File: src/hw/gpx_pkg.sv
// GPIO port block constants, register map and mode decode.
// Assumes a 32-bit APB slave on pclk with byte addresses.
// Behaviour
// - Pull-up mode: data 1 pulls up, 0 drives low
// - Pull-up mode interrupts on falling edges
// - Driven mode: symmetric drive, never interrupts
// - Driven mode: enable bit selects output or open-drain
// - Open-drain: no pull-up, 1 floats, 0 low
// - Open-drain: rising or falling edge per config
// - Reset clears config: open-drain, rising edge
// - Write-only config, two bits per port
// - Every enabled pin not in driven mode can interrupt, port polarity
// - One shared request, source not indicated
// - Triggered pin locks out others until released
// - No pin priority, enables kept on acknowledge
// - High-current pins interrupt, polarity per pin
// - High-current pins share one request
// - High-current trigger locks out its other pins
// - No priority, high-current enables kept
// - Config codes: 11 pull-up, 10 driven, 01 falling
// - Enables clear at reset, 1 enables pin
package gpx_pkg;

   // ****************************************
   // Sizes
   // ****************************************
   localparam int NPORT = 4;
   localparam int PW    = 8;
   localparam int NGP   = 32;
   localparam int NHC   = 8;
   localparam int CFG_W = 2;

   // ****************************************
   // Register offsets
   // ****************************************
   localparam logic [7:0] OFS_CFG     = 8'h08;
   localparam logic [7:0] OFS_DATA0   = 8'h10;
   localparam logic [7:0] OFS_IE0     = 8'h20;
   localparam logic [7:0] OFS_STRIDE  = 8'h04;
   localparam logic [7:0] OFS_HC_DATA = 8'h30;
   localparam logic [7:0] OFS_HC_IE   = 8'h34;
   localparam logic [7:0] OFS_HC_POL  = 8'h38;

   // ****************************************
   // Reset values
   // ****************************************
   localparam logic [7:0] CFG_RESET  = 8'h00;
   localparam logic [7:0] DATA_RESET = 8'hFF;
   localparam logic [7:0] IE_RESET   = 8'h00;
   localparam logic [7:0] POL_RESET  = 8'h00;

   // ****************************************
   // Config encodings
   // ****************************************
   localparam logic [1:0] CFG_PULLUP  = 2'h3;
   localparam logic [1:0] CFG_CMOS    = 2'h2;
   localparam logic [1:0] CFG_OD_FALL = 2'h1;

   typedef enum logic [1:0] {
      MODE_OD_RISE,
      MODE_OD_FALL,
      MODE_CMOS,
      MODE_PULLUP
   } gpx_mode_type;

   function automatic gpx_mode_type gpx_decode(input logic [1:0] c);
      unique case (c)
         CFG_PULLUP:  gpx_decode = MODE_PULLUP;
         CFG_CMOS:    gpx_decode = MODE_CMOS;
         CFG_OD_FALL: gpx_decode = MODE_OD_FALL;
         default:     gpx_decode = MODE_OD_RISE;
      endcase
   endfunction

endpackage

File: src/hw/gpx_evt_if.sv
// Pin event bundle between the port logic and an interrupt merger.
// Assumes both ends run on the same pclk.
`timescale 1ns/1ps
interface gpx_evt_if #(parameter int N = 8);
   logic [N-1:0] trig;
   logic [N-1:0] arm;
   logic [N-1:0] hold;
   logic         irq;
   logic         locked;
   modport src (output trig, arm, hold, input irq, locked);
   modport mrg (input trig, arm, hold, output irq, locked);
endinterface

File: src/hw/gpx_top.sv
// GPIO ports with per-port modes and shared pin interrupts.
// Assumes an APB master on pclk and asynchronous pins.
//
// Implementation choice: register access over APB.
`timescale 1ns/1ps
module gpx_top
   import gpx_pkg::*;
(
   // Clock and reset
   input  logic            pclk,
   input  logic            presetn,
   // APB slave
   input  logic            psel,
   input  logic            penable,
   input  logic            pwrite,
   input  logic [7:0]      paddr,
   input  logic [31:0]     pwdata,
   output logic [31:0]     prdata,
   output logic            pready,
   output logic            pslverr,
   // General-purpose pins
   input  logic [NGP-1:0]  gp_in,
   output logic [NGP-1:0]  gp_out,
   output logic [NGP-1:0]  gp_oe_n,
   output logic [NGP-1:0]  gp_pu,
   // High-current pins
   input  logic [NHC-1:0]  hc_in,
   output logic [NHC-1:0]  hc_out,
   output logic [NHC-1:0]  hc_oe_n,
   // Interrupt requests
   output logic            gp_irq,
   output logic            hc_irq
);

   // ****************************************
   // State
   // ****************************************
   typedef struct packed {
      logic [7:0]     cfg;
      logic [NGP-1:0] data;
      logic [NGP-1:0] ie;
      logic [NHC-1:0] hc_data;
      logic [NHC-1:0] hc_ie;
      logic [NHC-1:0] hc_pol;
      logic [31:0]    prdata;
      logic [NGP-1:0] gp_out;
      logic [NGP-1:0] gp_oe_n;
      logic [NGP-1:0] gp_pu;
      logic [NHC-1:0] hc_out;
      logic [NHC-1:0] hc_oe_n;
   } gpx_top_state_type;

   localparam gpx_top_state_type ST_RESET = '{
      cfg:     CFG_RESET,
      data:    {NPORT{DATA_RESET}},
      ie:      {NPORT{IE_RESET}},
      hc_data: DATA_RESET,
      hc_ie:   IE_RESET,
      hc_pol:  POL_RESET,
      prdata:  32'h0000_0000,
      gp_out:  '0,
      gp_oe_n: '1,
      gp_pu:   '0,
      hc_out:  '0,
      hc_oe_n: '1
   };

   gpx_top_state_type st_reg;
   gpx_top_state_type st_next;

   logic [NGP-1:0] gp_lvl;
   logic [NGP-1:0] gp_rise;
   logic [NGP-1:0] gp_fall;
   logic [NHC-1:0] hc_lvl;
   logic [NHC-1:0] hc_rise;
   logic [NHC-1:0] hc_fall;
   logic           wr_acc;
   logic           rd_setup;

   gpx_evt_if #(.N(NGP)) gp_ev ();
   gpx_evt_if #(.N(NHC)) hc_ev ();

   // ****************************************
   // Helpers
   // ****************************************
   function automatic logic [7:0] port_ofs(input logic [7:0] base,
                                          input int p);
      port_ofs = base + OFS_STRIDE * 8'(p);
   endfunction

   function automatic logic is_mapped(input logic [7:0] a);
      is_mapped = (a == OFS_CFG) || (a == OFS_HC_DATA) ||
                  (a == OFS_HC_IE) || (a == OFS_HC_POL);
      for (int p = 0; p < NPORT; p++)
         if (a == port_ofs(OFS_DATA0, p) || a == port_ofs(OFS_IE0, p))
            is_mapped = 1'b1;
   endfunction

   function automatic gpx_mode_type pin_mode(input logic [7:0] cfg,
                                            input int i);
      pin_mode = gpx_decode(cfg[CFG_W*(i/PW) +: CFG_W]);
   endfunction

   // ****************************************
   // Pin synchronisers
   // ****************************************
   gpx_sync_edge #(.N(NGP)) u_gp_sync (
      .pclk    (pclk),
      .presetn (presetn),
      .pin     (gp_in),
      .lvl     (gp_lvl),
      .rise    (gp_rise),
      .fall    (gp_fall)
   );

   gpx_sync_edge #(.N(NHC)) u_hc_sync (
      .pclk    (pclk),
      .presetn (presetn),
      .pin     (hc_in),
      .lvl     (hc_lvl),
      .rise    (hc_rise),
      .fall    (hc_fall)
   );

   // ****************************************
   // Trigger qualification
   // ****************************************
   always_comb
   begin
      for (int i = 0; i < NGP; i++)
      begin
         unique case (pin_mode(st_reg.cfg, i))
            MODE_PULLUP, MODE_OD_FALL:
            begin
               gp_ev.trig[i] = st_reg.ie[i] & gp_fall[i];
               gp_ev.hold[i] = ~gp_lvl[i];
               gp_ev.arm[i]  = st_reg.ie[i];
            end
            MODE_CMOS:
            begin
               gp_ev.trig[i] = 1'b0;
               gp_ev.hold[i] = 1'b0;
               gp_ev.arm[i]  = 1'b0;
            end
            default:
            begin
               gp_ev.trig[i] = st_reg.ie[i] & gp_rise[i];
               gp_ev.hold[i] = gp_lvl[i];
               gp_ev.arm[i]  = st_reg.ie[i];
            end
         endcase
      end
   end

   always_comb
   begin
      hc_ev.trig = st_reg.hc_ie &
                   ((st_reg.hc_pol & hc_rise) | (~st_reg.hc_pol & hc_fall));
      hc_ev.hold = ~(hc_lvl ^ st_reg.hc_pol);
      hc_ev.arm  = st_reg.hc_ie;
   end

   // ****************************************
   // Interrupt merging
   // ****************************************
   // every enabled pin not in driven mode feeds the merger
   gpx_irq_merge #(.N(NGP)) u_gp_merge (
      .pclk    (pclk),
      .presetn (presetn),
      .ev      (gp_ev.mrg)
   );

   gpx_irq_merge #(.N(NHC)) u_hc_merge (
      .pclk    (pclk),
      .presetn (presetn),
      .ev      (hc_ev.mrg)
   );

   // ****************************************
   // Registers and pin drive
   // ****************************************
   assign wr_acc   = psel & penable & pwrite;
   assign rd_setup = psel & ~penable & ~pwrite;

   always_comb
   begin
      st_next = st_reg;
      if (wr_acc)
      begin
         if (paddr == OFS_CFG)
            st_next.cfg = pwdata[7:0];
         if (paddr == OFS_HC_DATA)
            st_next.hc_data = pwdata[NHC-1:0];
         if (paddr == OFS_HC_IE)
            st_next.hc_ie = pwdata[NHC-1:0];
         if (paddr == OFS_HC_POL)
            st_next.hc_pol = pwdata[NHC-1:0];
         for (int p = 0; p < NPORT; p++)
         begin
            if (paddr == port_ofs(OFS_DATA0, p))
               st_next.data[p*PW +: PW] = pwdata[PW-1:0];
            if (paddr == port_ofs(OFS_IE0, p))
               st_next.ie[p*PW +: PW] = pwdata[PW-1:0];
         end
      end
      // Read data captured in setup, so no wait state
      if (rd_setup)
      begin
         st_next.prdata = 32'h0000_0000;
         if (paddr == OFS_HC_DATA)
            st_next.prdata[NHC-1:0] = hc_lvl;
         for (int p = 0; p < NPORT; p++)
            if (paddr == port_ofs(OFS_DATA0, p))
               st_next.prdata[PW-1:0] = gp_lvl[p*PW +: PW];
      end
      for (int i = 0; i < NGP; i++)
      begin
         st_next.gp_out[i]  = 1'b0;
         st_next.gp_oe_n[i] = st_reg.data[i];
         st_next.gp_pu[i]   = 1'b0;
         unique case (pin_mode(st_reg.cfg, i))
            // pull-up on 1, drive low on 0
            MODE_PULLUP:
               st_next.gp_pu[i] = st_reg.data[i];
            // enable bit picks output or open-drain
            MODE_CMOS:
               if (!st_reg.ie[i])
               begin
                  st_next.gp_out[i]  = st_reg.data[i];
                  st_next.gp_oe_n[i] = 1'b0;
               end
            default:
               st_next.gp_pu[i] = 1'b0;
         endcase
      end
      st_next.hc_out  = '0;
      st_next.hc_oe_n = st_reg.hc_data;
   end

   always_ff @(posedge pclk or negedge presetn)
   begin
      if (!presetn)
         st_reg <= ST_RESET;
      else
         st_reg <= st_next;
   end

   assign prdata  = st_reg.prdata;
   assign pready  = 1'b1;
   assign pslverr = psel & penable & ~is_mapped(paddr);
   assign gp_out  = st_reg.gp_out;
   assign gp_oe_n = st_reg.gp_oe_n;
   assign gp_pu   = st_reg.gp_pu;
   assign hc_out  = st_reg.hc_out;
   assign hc_oe_n = st_reg.hc_oe_n;
   assign gp_irq  = gp_ev.irq;
   assign hc_irq  = hc_ev.irq;

   for (genvar g = 0; g < NGP; g++)
   begin : g_chk

   end
endmodule // gpx_top

File: src/hw/gpx_sync_edge.sv
// Pin synchroniser with registered edge pulses.
// Assumes pins are asynchronous to pclk.
`timescale 1ns/1ps
module gpx_sync_edge
   import gpx_pkg::*;
#(
   parameter int N = 8
)(
   // Clock and reset
   input  logic         pclk,
   input  logic         presetn,
   // Pins
   input  logic [N-1:0] pin,
   // Synchronised level and edges
   output logic [N-1:0] lvl,
   output logic [N-1:0] rise,
   output logic [N-1:0] fall
);

   typedef struct packed {
      logic [N-1:0] s1;
      logic [N-1:0] s2;
      logic [N-1:0] s3;
      logic [N-1:0] rise;
      logic [N-1:0] fall;
      logic [2:0]   warm;
   } gpx_sync_state_type;

   gpx_sync_state_type st_reg;
   gpx_sync_state_type st_next;

   always_comb
   begin
      st_next      = st_reg;
      st_next.s1   = pin;
      st_next.s2   = st_reg.s1;
      st_next.s3   = st_reg.s2;
      // No edge until the pipe holds real pin levels
      st_next.warm = {st_reg.warm[1:0], 1'b1};
      st_next.rise = st_reg.s2 & ~st_reg.s3 & {N{st_reg.warm[2]}};
      st_next.fall = ~st_reg.s2 & st_reg.s3 & {N{st_reg.warm[2]}};
   end

   always_ff @(posedge pclk or negedge presetn)
   begin
      if (!presetn)
         st_reg <= '0;
      else
         st_reg <= st_next;
   end

   assign lvl  = st_reg.s3;
   assign rise = st_reg.rise;
   assign fall = st_reg.fall;
endmodule // gpx_sync_edge

File: src/hw/gpx_irq_merge.sv
// Merges pin triggers into one request with lockout.
// Assumes trig bits are one-cycle pulses already qualified.
`timescale 1ns/1ps
module gpx_irq_merge
   import gpx_pkg::*;
#(
   parameter int N = 8
)(
   // Clock and reset
   input  logic pclk,
   input  logic presetn,
   // Events
   gpx_evt_if.mrg ev
);

   localparam int IW = (N > 1) ? $clog2(N) : 1;

   typedef struct packed {
      logic          locked;
      logic [IW-1:0] idx;
      logic          irq;
   } gpx_merge_state_type;

   gpx_merge_state_type st_reg;
   gpx_merge_state_type st_next;
   logic                release_c;

   // Lowest index only picks which pin to watch
   function automatic logic [IW-1:0] first_set(input logic [N-1:0] v);
      first_set = '0;
      for (int i = N - 1; i >= 0; i--)
         if (v[i])
            first_set = IW'(i);
   endfunction

   always_comb
   begin
      st_next     = st_reg;
      st_next.irq = 1'b0;
      // release on level return or disable
      // same lockout serves the hc pins
      release_c = st_reg.locked &&
                  (!ev.hold[st_reg.idx] || !ev.arm[st_reg.idx]);
      if (release_c)
         st_next.locked = 1'b0;
      if ((!st_reg.locked || release_c) && (|ev.trig))
      begin
         st_next.locked = 1'b1;
         st_next.idx    = first_set(ev.trig);
         st_next.irq    = 1'b1;
      end
   end

   always_ff @(posedge pclk or negedge presetn)
   begin
      if (!presetn)
         st_reg <= '0;
      else
         st_reg <= st_next;
   end

   assign ev.irq    = st_reg.irq;
   assign ev.locked = st_reg.locked;
endmodule // gpx_irq_merge

File: config.mk
export PLATFORM = sky130hd
export DESIGN_NAME = gpx_top
export DESIGN_NICKNAME = d
export VERILOG_FILES = /design/src/hw/gpx_pkg.sv /design/src/hw/gpx_evt_if.sv /design/src/hw/gpx_top.sv /design/src/hw/gpx_sync_edge.sv /design/src/hw/gpx_irq_merge.sv
export SDC_FILE = /design/constraint.sdc
export NUM_CORES = 1
export LEC_CHECK = 0
export ABC_AREA = 1
export BUFFER_PORTS_ARGS = -buffer_cell sky130_fd_sc_hd__buf_2
export CAP_MARGIN = 10
export CORE_MARGIN = 3
export CORE_UTILIZATION = 55
export CTS_CLUSTER_SIZE = 24
export DETAILED_ROUTE_END_ITERATION = 6
export GPL_TIMING_DRIVEN = 0
export PLACE_DENSITY = 0.77
export SETUP_SLACK_MARGIN = 0.2
export SYNTH_ARGS = -nofsm -noshare
export SYNTH_HDL_FRONTEND = slang
export SYNTH_SLANG_ARGS = --single-unit
File: constraint.sdc
create_clock -name pclk -period 2.95 [get_ports pclk]
set_input_delay 0 -clock pclk [delete_from_list [all_inputs] [get_ports pclk]]
set_output_delay 0 -clock pclk [all_outputs]
set_load 0.02 [all_outputs]
Word-level counts from Yosys, hierarchy flattened
Cells that the tools add are included.

word-level totals
  bits in registers = 426
  bits in latches = 0
  memory bits (writable) = 0
  bits in read-only memories = 0
  input bits = 85
  word-level logic and storage cells = 558
  memories kept = 0

cells by class
  add/subtract/negate cells = 0
  $mul = 0
  divide/modulo/power cells = 0
  $lt $le $gt $ge = 2
  eq/ne operators = 36
  shift operators = 0
  multiplexer cells = 321
  bitwise operators = 123
  reductions and logical operators = 41

operators with widths
  kind                  count
  $mux W1               202
  $mux W5               33
  $and A32 B32 Y32      4
  $pmux W1 S2           64
  $and A1 B1 Y1         69
  $not A32 Y32          2
  $and A8 B8 Y8         7
  $eq A8 B6 Y1 const B  7
  $mux W8               5
  $not A1 Y1            35
  $eq A2 B2 Y1 const B  16
  $eq A8 B5 Y1 const B  4
  $not A8 Y8            4
  $reduce_or A32 Y1     1
  $mux W3               8
  $pmux W2 S3           4
  $reduce_and A2 Y1     12
  $eq A2 B1 Y1 const B  8
  $logic_or A1 B1 Y1    11
  $bmux W1 S5           2
  $eq A8 B4 Y1 const B  1
  $or A8 B8 Y8          1
  $reduce_or A2 Y1      4
  $reduce_or A8 Y1      1
  8 further kinds       18

Longest topological paths before layout
Gate-level depths: netlist (run 1).

  depth in word-level cells = 38
  gate-level depth with buffers = 37
  gate-level depth less buffers = 36

Modules after synthesis
From an unflattened synthesis (run 1), not the netlist that was laid out.

second synthesis, totals
  cell total of the unflattened synthesis = 1899
  area total of the unflattened synthesis = 18501.5 µm²

modules (own cells, without submodules)
  module                       times used  cells each  area an instance (µm²)  seq. area each (µm²)
  gpx_top                      1           1146        10274.9                 5305.1
  gpx_sync_edge at u_gp_sync   1           395         5390.2                  4078.9
  gpx_sync_edge at u_hc_sync   1           102         1401.3                  1076.0
  gpx_irq_merge at u_gp_merge  1           198         1037.2                  175.2
  gpx_irq_merge at u_hc_merge  1           58          397.9                   125.1

Least setup slack after synthesis (run 1)
OpenSTA, ideal clock, no wires.

  kind = flip-flop to flip-flop
  from = register st_reg[239] (netlist name)
  to = register u_gp_merge.st_reg[1] (netlist name)
  arrival = 2099 ps
  data required time = 2834 ps
  slack = 734 ps
  cell stages (with the launch flop) = 35
  buffers on the path = 0
  path through = dfrtp_1 -> nor2_4 -> nand2_1 -> nand2_1 -> nand2_2 -> nand2_1 -> nand2_1 -> nand2_1 -> nand2_1 -> nand2_1 -> nand2_1 -> nand2_1 -> nand2_1 -> nand2_1 -> nand2_1 -> nand2_1 -> nand2_1 -> nand2_1 -> nand2_1 -> nand2_1 -> nand2_1 -> nand2_1 -> nand2_1 -> nand2_1 -> nand2_1 -> nand2_1 -> nand2_1 -> nand2_1 -> nand2_1 -> nand2_1 -> nand2_1 -> nand2_1 -> nand2_1 -> nand2_1 -> nand2_1

on the way
  cells in the longest elaborated chain, start to end = 37
  elaborated cells between the ends (all ways) = 75
  those cells by class = 6 x eq/ne; 61 x mux; 8 x reduce/logical

ends and longest elaborated chain
  element                                       line                 source
  from (decl)                                   gpx_top.sv:68        gpx_top_state_type st_reg;
  from (signal assigned)                        gpx_top.sv:245       st_reg <= st_next;
  $eq A2 B1 Y1 or $eq A2 B2 Y1 (tied branches)  gpx_pkg.sv:67        unique case (c)
  $pmux W2 S3 *                                 gpx_pkg.sv:67
  $eq A2 B2 Y1 or $eq A2 B1 Y1 (tied branches)  gpx_top.sv:132       unique case (pin_mode(st_reg.cfg, i))
  $reduce_or A2 Y1                              gpx_top.sv:132
  $pmux W1 S2                                   gpx_top.sv:132
  $mux W5 (32 in a row)                         gpx_irq_merge.sv:32  if (v[i])
  to (signal assigned)                          gpx_irq_merge.sv:59  st_reg <= st_next;
  to (decl)                                     gpx_irq_merge.sv:24  gpx_merge_state_type st_reg;

Every way passes the cells marked *; elsewhere a longest branch is shown, timed or not. The select of a mux whose other input is x is not followed.
A chain may end at the register's enable or synchronous reset.

Worst setup path in the final report (run 1)
  from = register st_reg[238] (netlist name)
  to = register u_gp_merge.st_reg[1] (netlist name)

The elaborated chain is that of the path after synthesis.

==> results by group, run 1 <==
Outcome
  • Status: complete, no violations

Worst setup path
  • CP arrival: 3.15 ns
  • Critical path type: reg -> reg
  • R2R depth: 37
  • Reg2reg start: st_reg[238]
  • Nature of the critical path endpoint: register
  • Crit path required time: around 3.4 ns
  • Slowest CP cell: dfrtp_1
  • R2R Setup Slk: roughly 0.23 ns
  • Slowest Stage Delay on Critical Path: 0.39 ns
  • Most frequent CP cell: nand2_1
  • Worst-path fanout max: 7
  • Critical path depth: 37
  • WP buf/inv: 2
  • Reg-to-reg endpoint: u_gp_merge.st_reg[1]
  • Critical path's top delay family: simple AND/OR/NAND/NOR gates
  • Critical Path Start Type: register

GRT
  • First-pass GRT wire length: 64800 µm
  • Grt ovf: 0
  • Total track usage: ~25%
  • Vias in the first global route: about 12000
  • Largest net degree at the start of global routing: around 130
  • Initial antenna violation count: 0

Drt
  • Final WL: 40900 µm
  • DRC Markers: 0
  • Routed len/inst: 17.0 µm
  • Vias per cell: a little over 5
  • Initial DRC Count: 1135
  • DR pass1 iterations: 5
  • ANT nets after route: 0
  • Via count: 12400

Floorplan
  • Die Area: 32500 µm²
  • Row cnt: 63
  • Core area: about 30000 µm²
  • Initial core utilization: a little under three fifths
  • Ports: approximately 230
  • Die width: approximately 180 µm
  • DIE HEIGHT: 180 µm

Timing
  • Tcrit/Tclk final: between 90 and 100%
  • Max Fclk: 367 MHz
  • Fin crit period: approximately 2.7 ns
  • Setup Skew: 0.0140 ns
  • Hold Vio Cnt, Final: 0
  • Final setup vio count: 0
  • RSZ-0062 raised after global routing: true
  • Slew Viols, Final: 0
  • Slew headroom: between 40% and 50%
  • Worst slew pin tran: just over 0.8 ns

Synth
  • Most common library cells after synthesis: dfrtp_1 (343), nand2_1 (339), nor2_1 (188), o21ai_0 (148), buf_4 (145)
  • Share of the synthesized area in the top cell type: between 50% and 60%
  • Post-Syn Area per Cell: around 10 µm²
  • Register area share after synthesis: 64.0%
  • Count of state elements after synthesis: 423
  • Most frequent cell after synthesis: dfrtp_1
  • Main flop type after synthesis: dfrtp_1
  • Cells after Synth: around 1700
  • Dominant cell type by area after synthesis: dfrtp_1
  • Number of distinct library cells after synthesis: 43
  • Post-synth ARST share: between 90% and 100%
  • Netlist Area Pre-Place: approximately 17000 µm²
  • Area contributors post-synth: dfrtp_1 (51%), dfstp_2 (13%), nand2_1 (7.6%)
  • Post-synth EDFFs: 0
  • Syn. warnings: 0

Cells and area
  • # nets final: 2068
  • # fillers: roughly 2300
  • Share of layout cells above drive strength 1: between 20% and 30%
  • Ant diodes: 0
  • Max FFs per register: 80
  • Register area: roughly 11000 µm²
  • Multi-input gate area: approximately 4400 µm²
  • Final core occ: between 60% and 70%
  • Area growth syn-to-layout: 21.3%

Power and ir drop
  • Peak supply drop: just over 400 µV
  • PnR Total Power: ~12 mW
  • Leakage: a little over 10 nW
  • Pwr/cell area: 593 nW/µm²

Placement
  • Post-DP HPWL: between 20000 and 30000 µm
  • PortBufs: 175
  • Routability congestion estimate: about 0.94

Clocking
  • Clk sink count: around 420
  • Clock slew at reported path FFs: roughly 0.06 ns
  • Clk_lat worst skew: 0.53 ns
  • CTS H-tree lvls: 2
  • CTS tree: built
  • CTS root buf: clkbuf_16
  • Clock Tree Buf Depth: 3
  • CTS Buf Count: between 40 and 50

Hold path
  • Hold EP: st_reg[236]
  • Hold Path Class: in -> reg
  • Hold path depth: 5
  • Hold Crit Start: paddr[5]

Run
  • MaxCap Viol Count: 0
==> stage by stage <==
step / cells / instance area (µm²) / setup TNS (ns) / hold slack, ns / worst slack (ns)
floorplan: 1705 / 16800 / 0 / -0.296 / 0.734
global placement: 2270 / 18200 / -2248.04 / 0.107 / -5.83
detailed placement: 2273 / 18300 / 0 / 0.0236 / 0.200
CTS: 2399 / 20200 / 0 / 0.0171 / 0.224
global route: 2405 / 20200 / -0.0882 / 0.0721 / -0.0882
finish: 2405 / 20200 / 0 / 0.0390 / 0.227
==> worst min-delay path: stages <==
cell     delay [ns]
buf_2          0.11
nor4_1         0.06
nand2_1        0.22
nand2_1        0.07
o21ai_0        0.07
==> repair_timing <==
item / CTS / global route
endpoints found under the hold margin: 142 / 0
pin swaps: 0 / 5
endpoints found under the setup margin: 1 / 5
buffers inserted: 0 / 6
hold buffers: 50 / 0
gates cloned: 0 / 0
resized for setup: 3 / 19
==> power by group <==
part	total (mW)	leakage, nW	internal [mW]	switching, mW
Clock	5.25	0.687	3.14	2.11
Combinational	0.649	4.20	0.227	0.422
Sequential	6.10	5.29	5.98	0.119
==> area by class of cell <==
cell class,instances,share of cell area [%]
sequential,423,52.8
tap,390,2.41
buffer,196,6.44
clock buffer,65,6.27
clock inverter,11,0.575
timing repair buffer,234,7.48
multi-input combinational,950,21.5
inverter,136,2.53
==> layout by cell type, fill, tap and decap left out, types with 4 or more instances in the layout <==
cell / synthesis / layout
dfrtp_1: 343 / 343
nand2_1: 339 / 333
nor2_1: 188 / 186
buf_2: 6 / 179
buf_4: 145 / 152
o21ai_0: 148 / 148
inv_1: 128 / 128
dfstp_2: 80 / 80
nor3_1: 74 / 74
a21oi_1: 60 / 60
dlygate4sd3_1: 0 / 50
clkbuf_1: 43 / 49
clkbuf_16: 0 / 43
conb_1: 2 / 34
a22o_1: 16 / 16
o211ai_1: 12 / 12
clkbuf_8: 0 / 11
o21ai_1: 10 / 10
a31oi_1: 9 / 9
nand2_2: 3 / 9
a221oi_1: 8 / 8
nand4_1: 7 / 7
inv_2: 6 / 6
clkinv_2: 0 / 6
o311ai_0: 5 / 5
clkbuf_2: 0 / 5
nand3_1: 5 / 5
xor2_1: 4 / 4
==> kinds of logic after synthesis <==
group	synth area share (%)
AND/OR/NAND/NOR	14.9
flip-flops	64.0
buffers and inverters	10.8
AO/OA/AOI/OAI	9.81
XOR/XNOR	0.210
multiplexers	0.202
other	0.0450
==> worst max-delay path by stage <==
stage | slack [ns] | start | endpoint
5_1_grt | -0.09 | st_reg[238] | u_gp_merge.st_reg[1]
3_5_place_dp | 0.20 | st_reg[237] | u_gp_merge.st_reg[5]
2_1_floorplan | 0.73 | st_reg[239] | u_gp_merge.st_reg[1]
4_1_cts | 0.22 | st_reg[238] | u_gp_merge.st_reg[1]
6_report | 0.23 | st_reg[238] | u_gp_merge.st_reg[1]
3_3_place_gp | -5.83 | presetn | u_hc_sync.st_next[31]
==> routing by layer <==
| metal | track usage, % | part of all wire, % |
|---|---|---|
| met1 | 37.5 | 44 |
| met2 | 38.5 | 45 |
| met3 | 3.61 | 8.0 |
| met4 | 8.60 | 3.1 |
| met5 | 0 | 0 |
(Power assumes the default switching activity.)
==> run 2, diff against run 1 <==
MAX_ROUTING_LAYER = met4   (was unset)
SLEW_MARGIN = 0   (was unset)
==> run 2 against run 1 <==
Against the previous run: global-route usage increased by 1.1 points; core utilization rose by 0.25 points; design area up 0.36%; first-iteration DRC count shrank 16%; clock power up 5.9%; via count up 0.55%; register-to-register slack gained 0.05 ns; die area stayed put; sequential cell count unchanged; non-clock buffer count decreased by 2; sequential power about the same; critical path type unchanged; largest cell class unchanged; largest power group unchanged.
==> results by group, run 2 (synthesized netlist as in run 1, its figures left out) <==
Cells and area
  • Most frequent cells in the layout: dfrtp_1 (342), nand2_1 (334), nor2_1 (186) (was dfrtp_1 (343), nand2_1 (333), nor2_1 (186))
  • Final core occ: 68.2% (was 67.9%)
  • Most common cell after layout, fill and taps aside: dfrtp_1 (unchanged)
  • Area growth syn-to-layout: 21.7% (was 21.3%)
  • # nets final: 2066 (was 2068)
  • # fillers: 2256 (was 2258)
  • Share of layout cells above drive strength 1: 25.7% (was 25.4%)
  • Post-route design area: 20300 µm² (was 20200 µm²)
  • Max FFs per register: 80 (unchanged)

Placement
  • Post-DP HPWL: 29300 µm (was 28900 µm)
  • Place WS: 0.138 ns (was 0.200 ns)
  • PortBufs: 175 (unchanged)
  • Routability congestion estimate: 0.937 (was 0.939)
  • Cell Area, Placed: 18300 µm² (unchanged)

Worst setup path
  • R2R Setup Slk: 0.28 ns (was 0.23 ns)
  • Reg2reg start: st_reg[238] (unchanged)
  • Most frequent CP cell: nand2_1 (unchanged)
  • Worst-path fanout max: 8 (was 7)
  • Slowest CP cell: dfrtp_1 (unchanged)
  • Critical path type: reg -> reg (unchanged)
  • Reg-to-reg endpoint: u_gp_merge.st_reg[1] (unchanged)
  • Nature of the critical path endpoint: register (unchanged)
  • Slowest Stage Delay on Critical Path: 0.37 ns (was 0.39 ns)
  • R2R depth: 37 (unchanged)
  • Critical Path Start Type: register (unchanged)
  • CP arrival: 3.08 ns (was 3.15 ns)
  • Crit path required time: 3.36 ns (was 3.37 ns)

Timing
  • Final worst slack: 0.282 ns (was 0.227 ns)
  • RSZ-0062 raised after global routing: true (unchanged)
  • Final setup vio count: 0 (unchanged)
  • Setup Skew: 0.0160 ns (was 0.0140 ns)
  • Tcrit/Tclk final: 90.4% (was 92.3%)
  • Slew Viols, Final: 0 (unchanged)
  • Worst slew pin tran: 0.826 ns (was 0.812 ns)
  • Slew headroom: 44.7% (was 45.7%)
  • Max Fclk: 375 MHz (was 367 MHz)
  • Hold Vio Cnt, Final: 0 (unchanged)
  • Fin crit period: 2.67 ns (was 2.72 ns)

GRT
  • First-pass GRT wire length: 65300 µm (was 64800 µm)
  • Initial antenna violation count: 2 (was 0)
  • Total track usage: 26.3% (was 25.1%)
  • GRT Max-Usage Layer: met2 (unchanged)
  • GR Layer Usage met1: 38.0% (was 37.5%)
  • Largest net degree at the start of global routing: 134 (was 125)
  • Grt ovf: 0 (unchanged)
  • Global-route track usage on met3: 4.54% (was 3.61%)
  • Vias in the first global route: 11900 (about the same)
  • Met2 Use GR: 38.8% (was 38.5%)

Floorplan
  • DIE HEIGHT: 180 µm (unchanged)
  • Die width: 180 µm (unchanged)
  • Core area: 29800 µm² (unchanged)
  • Row cnt: 63 (unchanged)
  • Die Area: 32500 µm² (unchanged)
  • Initial core utilization: 56.0% (unchanged)
  • Ports: 233 (unchanged)

Drt
  • Via count: 12400 (about the same)
  • DRC Markers: 0 (unchanged)
  • Final WL: 41600 µm (was 40900 µm)
  • DR pass1 iterations: 6 (was 5)
  • Vias per cell: 5.16 (was 5.14)
  • Routed len/inst: 17.3 µm (was 17.0 µm)
  • ANT nets after route: 0 (unchanged)
  • Initial DRC Count: 958 (was 1135)

Run
  • MaxCap Viol Count: 0 (unchanged)

Hold path
  • Hold Path Class: in -> reg (unchanged)
  • Hold path depth: 5 (unchanged)
  • Hold EP: st_reg[233] (was st_reg[236])
  • Hold Crit Start: paddr[4] (was paddr[5])

Power and ir drop
  • Pwr/cell area: 606 nW/µm² (was 593 nW/µm²)
  • Peak supply drop: 499 µV (was 415 µV)
  • Leakage: 10.2 nW (about the same)
  • PnR Total Power: 12.3 mW (was 12.0 mW)

Clocking
  • Clk_lat worst skew: 0.54 ns (was 0.53 ns)
  • CTS tree: built (unchanged)
  • CTS Buf Count: 42 (unchanged)
  • CTS root buf: clkbuf_16 (unchanged)
  • CTS H-tree lvls: 2 (unchanged)
  • Clock Tree Buf Depth: 3 (unchanged)
  • Clk sink count: 423 (unchanged)
  • Clock slew at reported path FFs: 0.07 ns (was 0.06 ns)

Outcome
  • Status: complete, no violations (unchanged)
## run 2: cell types whose count changed in the layout (fill, tap and decap cells not counted), moves of 3 or more
cell       change
bufinv_16      +3
clkbuf_2       +3
clkbuf_1       -6
clkinv_2       +3
buf_4          -4
clkbuf_8       -7
## run 2: power breakdown
group	switching, mW	leakage [nW]	internal (mW)	total (mW)
Clock	2.21	0.719	3.35	5.56
Sequential	0.119	5.29	5.98	6.10
Combinational	0.424	4.20	0.227	0.651
Total	2.75	10.2	9.56	12.3
## run 2: critical path, delay by kind of cell, from the launching register on
family	cells	cell delay, ns
buffers and inverters	2	0.23
flip-flops	1	0.37
AND/OR/NAND/NOR	35	1.93
## run 2: stage by stage
stage | std cells | setup TNS, ns | hold slack [ns]
after floorplan | 1705 | 0 | -0.296
after global placement | 2270 | -2245.85 | 0.108
after detailed placement | 2273 | 0 | 0.0669
after CTS | 2403 | 0 | 0.0259
after global routing | 2407 | 0 | 0.0740
final | 2407 | 0 | 0.0476
## run 2: worst max-delay path by stage
| stage | end | slack (ns) | from | cells past startpoint |
|---|---|---|---|---|
| floorplan | u_gp_merge.st_reg[1] | 0.73 | st_reg[239] | 34 |
| global placement | u_hc_sync.st_next[27] | -5.82 | presetn | 1 |
| detailed placement | u_gp_merge.st_reg[5] | 0.14 | st_reg[235] | 15 |
| CTS | u_gp_merge.st_reg[1] | 0.18 | st_reg[238] | 35 |
| global route | u_gp_merge.st_reg[1] | 0.01 | st_reg[239] | 34 |
| finish | u_gp_merge.st_reg[1] | 0.28 | st_reg[238] | 37 |
## run 2: final cells by class
cell class	count	area, µm²	area share (%)
timing repair buffer	232	1500	7.39
antenna	2	5.00	0.0246
clock inverter	20	248	1.22
clock buffer	58	1210	5.98
buffer	196	1310	6.44
inverter	136	513	2.52
multi-input combinational	950	4350	21.4
sequential	423	10700	52.6
tap	390	488	2.40
## run 2: per-layer routing
layer  wire, µm  part of all wire, %
met1      18600                   45
met2      18700                   45
met3       3190                  7.7
met4       1210                  2.9
met5          0                    0
## run 2: repair_timing
| action | CTS | global route |
|---|---|---|
| hold endpoints to repair | 153 | 0 |
| setup endpoints to repair | 2 | 5 |
| pin swaps | 1 | 4 |
| gates resized for setup | 3 | 28 |
| setup buffers | 1 | 2 |
| hold buffers | 51 | 0 |
==> run 3, diff against run 2 <==
SETUP_SLACK_MARGIN = 0.4   (was 0.2)
==> run 3 against run 2 <==
Against the previous run: wire length is 0.22% higher; critical path depth did not move; clock-buffer cell count did not move; sequential cell count stayed put; maximum frequency decreased by 0.95%; hold slack better by 0.0054 ns; clock skew decreased by 0.0012 ns; total power is essentially flat; combinational power up 0.6%; setup slack worse by 0.026 ns; global-route usage up 0.082 points; design area is 0.27% higher; critical endpoint unchanged.
==> results by group, run 3 (synthesized netlist as in run 1, its figures left out) <==
Outcome
  • Status: complete, no violations (unchanged)

Cells and area
  • # nets final: 2069 (was 2066)
  • # fillers: 2253 (was 2256)
  • Most common cell after layout, fill and taps aside: dfrtp_1 (unchanged)
  • Register area: 10700 µm² (unchanged)
  • Max FFs per register: 80 (unchanged)
  • Share of layout cells above drive strength 1: 26.0% (was 25.7%)
  • Post-route design area: 20400 µm² (was 20300 µm²)
  • Multi-input gate area: 4360 µm² (was 4350 µm²)
  • Area growth syn-to-layout: 22.1% (was 21.7%)
  • Most frequent cells in the layout: dfrtp_1 (342), nand2_1 (331), nor2_1 (185) (was dfrtp_1 (342), nand2_1 (334), nor2_1 (186))

Drt
  • Routed len/inst: 17.3 µm (about the same)
  • Vias per cell: 5.16 (about the same)
  • Final WL: 41700 µm (was 41600 µm)
  • DR pass1 iterations: 7 (was 6)
  • Via count: 12400 (about the same)
  • Initial DRC Count: 945 (was 958)
  • DRC Markers: 0 (unchanged)
  • ANT nets after route: 0 (unchanged)

Floorplan
  • Row cnt: 63 (unchanged)
  • Initial core utilization: 56.0% (unchanged)
  • Ports: 233 (unchanged)
  • Core area: 29800 µm² (unchanged)
  • Die Area: 32500 µm² (unchanged)
  • Die width: 180 µm (unchanged)
  • DIE HEIGHT: 180 µm (unchanged)

Worst setup path
  • Reg2reg start: st_reg[238] (unchanged)
  • Nature of the critical path endpoint: register (unchanged)
  • Crit. Startpoint: st_reg[238] (unchanged)
  • Critical path type: reg -> reg (unchanged)
  • Critical path's top delay family: simple AND/OR/NAND/NOR gates (unchanged)
  • Slowest CP cell: dfrtp_1 (unchanged)
  • Critical Path Start Type: register (unchanged)
  • Worst-path fanout max: 8 (unchanged)
  • Slowest Stage Delay on Critical Path: 0.37 ns (about the same)
  • CP arrival: 3.10 ns (was 3.08 ns)
  • WP buf/inv: 2 (unchanged)
  • Crit path required time: 3.36 ns (about the same)
  • Most frequent CP cell: nand2_1 (unchanged)

Timing
  • RSZ-0062 raised after global routing: true (unchanged)
  • Fin crit period: 2.69 ns (was 2.67 ns)
  • Hold Vio Cnt, Final: 0 (unchanged)
  • Final setup vio count: 0 (unchanged)
  • Final worst slack: 0.256 ns (was 0.282 ns)
  • Max Fclk: 371 MHz (was 375 MHz)
  • Tcrit/Tclk final: 91.3% (was 90.4%)
  • Slew headroom: 44.6% (was 44.7%)
  • Slew Viols, Final: 0 (unchanged)
  • Worst slew pin tran: 0.828 ns (was 0.826 ns)
  • Setup Skew: 0.0147 ns (was 0.0160 ns)

Run
  • MaxCap Viol Count: 0 (unchanged)

Power and ir drop
  • Peak supply drop: 499 µV (about the same)
  • Leakage: 10.2 nW (about the same)
  • Pwr/cell area: 604 nW/µm² (was 606 nW/µm²)

Clocking
  • CTS tree: built (unchanged)
  • Clk sink count: 423 (unchanged)
  • CTS H-tree lvls: 2 (unchanged)
  • Clock Tree Buf Depth: 3 (unchanged)
  • CTS root buf: clkbuf_16 (unchanged)
  • Clk_lat worst skew: 0.54 ns (about the same)
  • Clock slew at reported path FFs: 0.07 ns (about the same)
  • CTS Buf Count: 42 (unchanged)

Placement
  • Post-DP HPWL: 29300 µm (unchanged)
  • Routability congestion estimate: 0.937 (unchanged)
  • Cell Area, Placed: 18300 µm² (unchanged)
  • Place WS: 0.138 ns (unchanged)
  • PortBufs: 175 (unchanged)

GRT
  • Total track usage: 26.3% (about the same)
  • Grt ovf: 0 (unchanged)
  • Initial antenna violation count: 2 (unchanged)
  • Vias in the first global route: 11900 (about the same)
  • Met2 Use GR: 38.6% (was 38.8%)
  • Global-route track usage on met3: 4.54% (unchanged)
  • GRT Max-Usage Layer: met2 (unchanged)
  • GR Layer Usage met1: 38.1% (was 38.0%)
  • First-pass GRT wire length: 65500 µm (was 65300 µm)
  • Largest net degree at the start of global routing: 134 (unchanged)

Hold path
  • Hold Path Class: in -> reg (unchanged)
  • Hold Crit Start: paddr[4] (unchanged)
==> run 3: final timing paths <==
kind                                    endpoint  slack [ns]  cells after the start
setup / recovery            u_gp_merge.st_reg[1]        0.26                     37
min in group asynchronous              gp_out[5]        0.07                      2
setup reg to reg            u_gp_merge.st_reg[1]        0.26                     37
hold reg to reg            u_hc_sync.st_next[19]        0.34                      0
max in group asynchronous  u_hc_sync.st_next[29]        1.48                      4
hold / removal                       st_reg[233]        0.05                      5
==> run 3: stage by stage <==
step	total power [mW]	utilization [%]	hold slack, ns	setup TNS [ns]	std cells
4_1_cts	12.4	68.2	0.0259	0	2406
3_3_place_gp	6.76	61.0	0.108	-2245.85	2270
3_5_place_dp	6.79	61.3	0.0669	0	2273
6_report	12.3	68.4	0.0530	0	2410
2_1_floorplan	6.46	-	-0.296	0	1705
5_1_grt	12.7	68.4	0.0739	0	2410
==> run 3: layer usage <==
metal,share of wire [%],up-vias
met3,8.2,108
met2,44,549
met4,3.2,0
met5,0,-
met1,44,5956
li1,-,5826
==> run 3: where the power goes <==
group          total (mW)  internal, mW  switching [mW]
clock network        5.55          3.35            2.21
logic               0.655         0.230           0.426
registers            6.10          5.98           0.119
total                12.3          9.56            2.75
==> run 3: cell type report <==
| cell class | instances | area share (%) |
|---|---|---|
| antenna | 2 | 0.0246 |
| buffer | 196 | 6.47 |
| clock buffer | 58 | 5.96 |
| clock inverter | 20 | 1.22 |
| inverter | 136 | 2.52 |
| multi-input combinational | 950 | 21.4 |
| sequential | 423 | 52.5 |
| tap | 390 | 2.40 |
| timing repair buffer | 235 | 7.54 |
==> run 3: what timing repair did <==
item / 4_1_cts / 5_1_grt
gates cloned: 0 / 0
hold endpoints to repair: 153 / 0
hold buffers: 51 / 0
pin swaps: 4 / 8
gates resized for setup: 15 / 24
buffers inserted: 4 / 2
setup endpoints to repair: 5 / 5
==> run 3: worst register-to-register path: cells and delay by family (launching register included) <==
family	cells	cell delay, ns
flops	1	0.37
simple gates	35	1.99
buf+inv	2	0.23
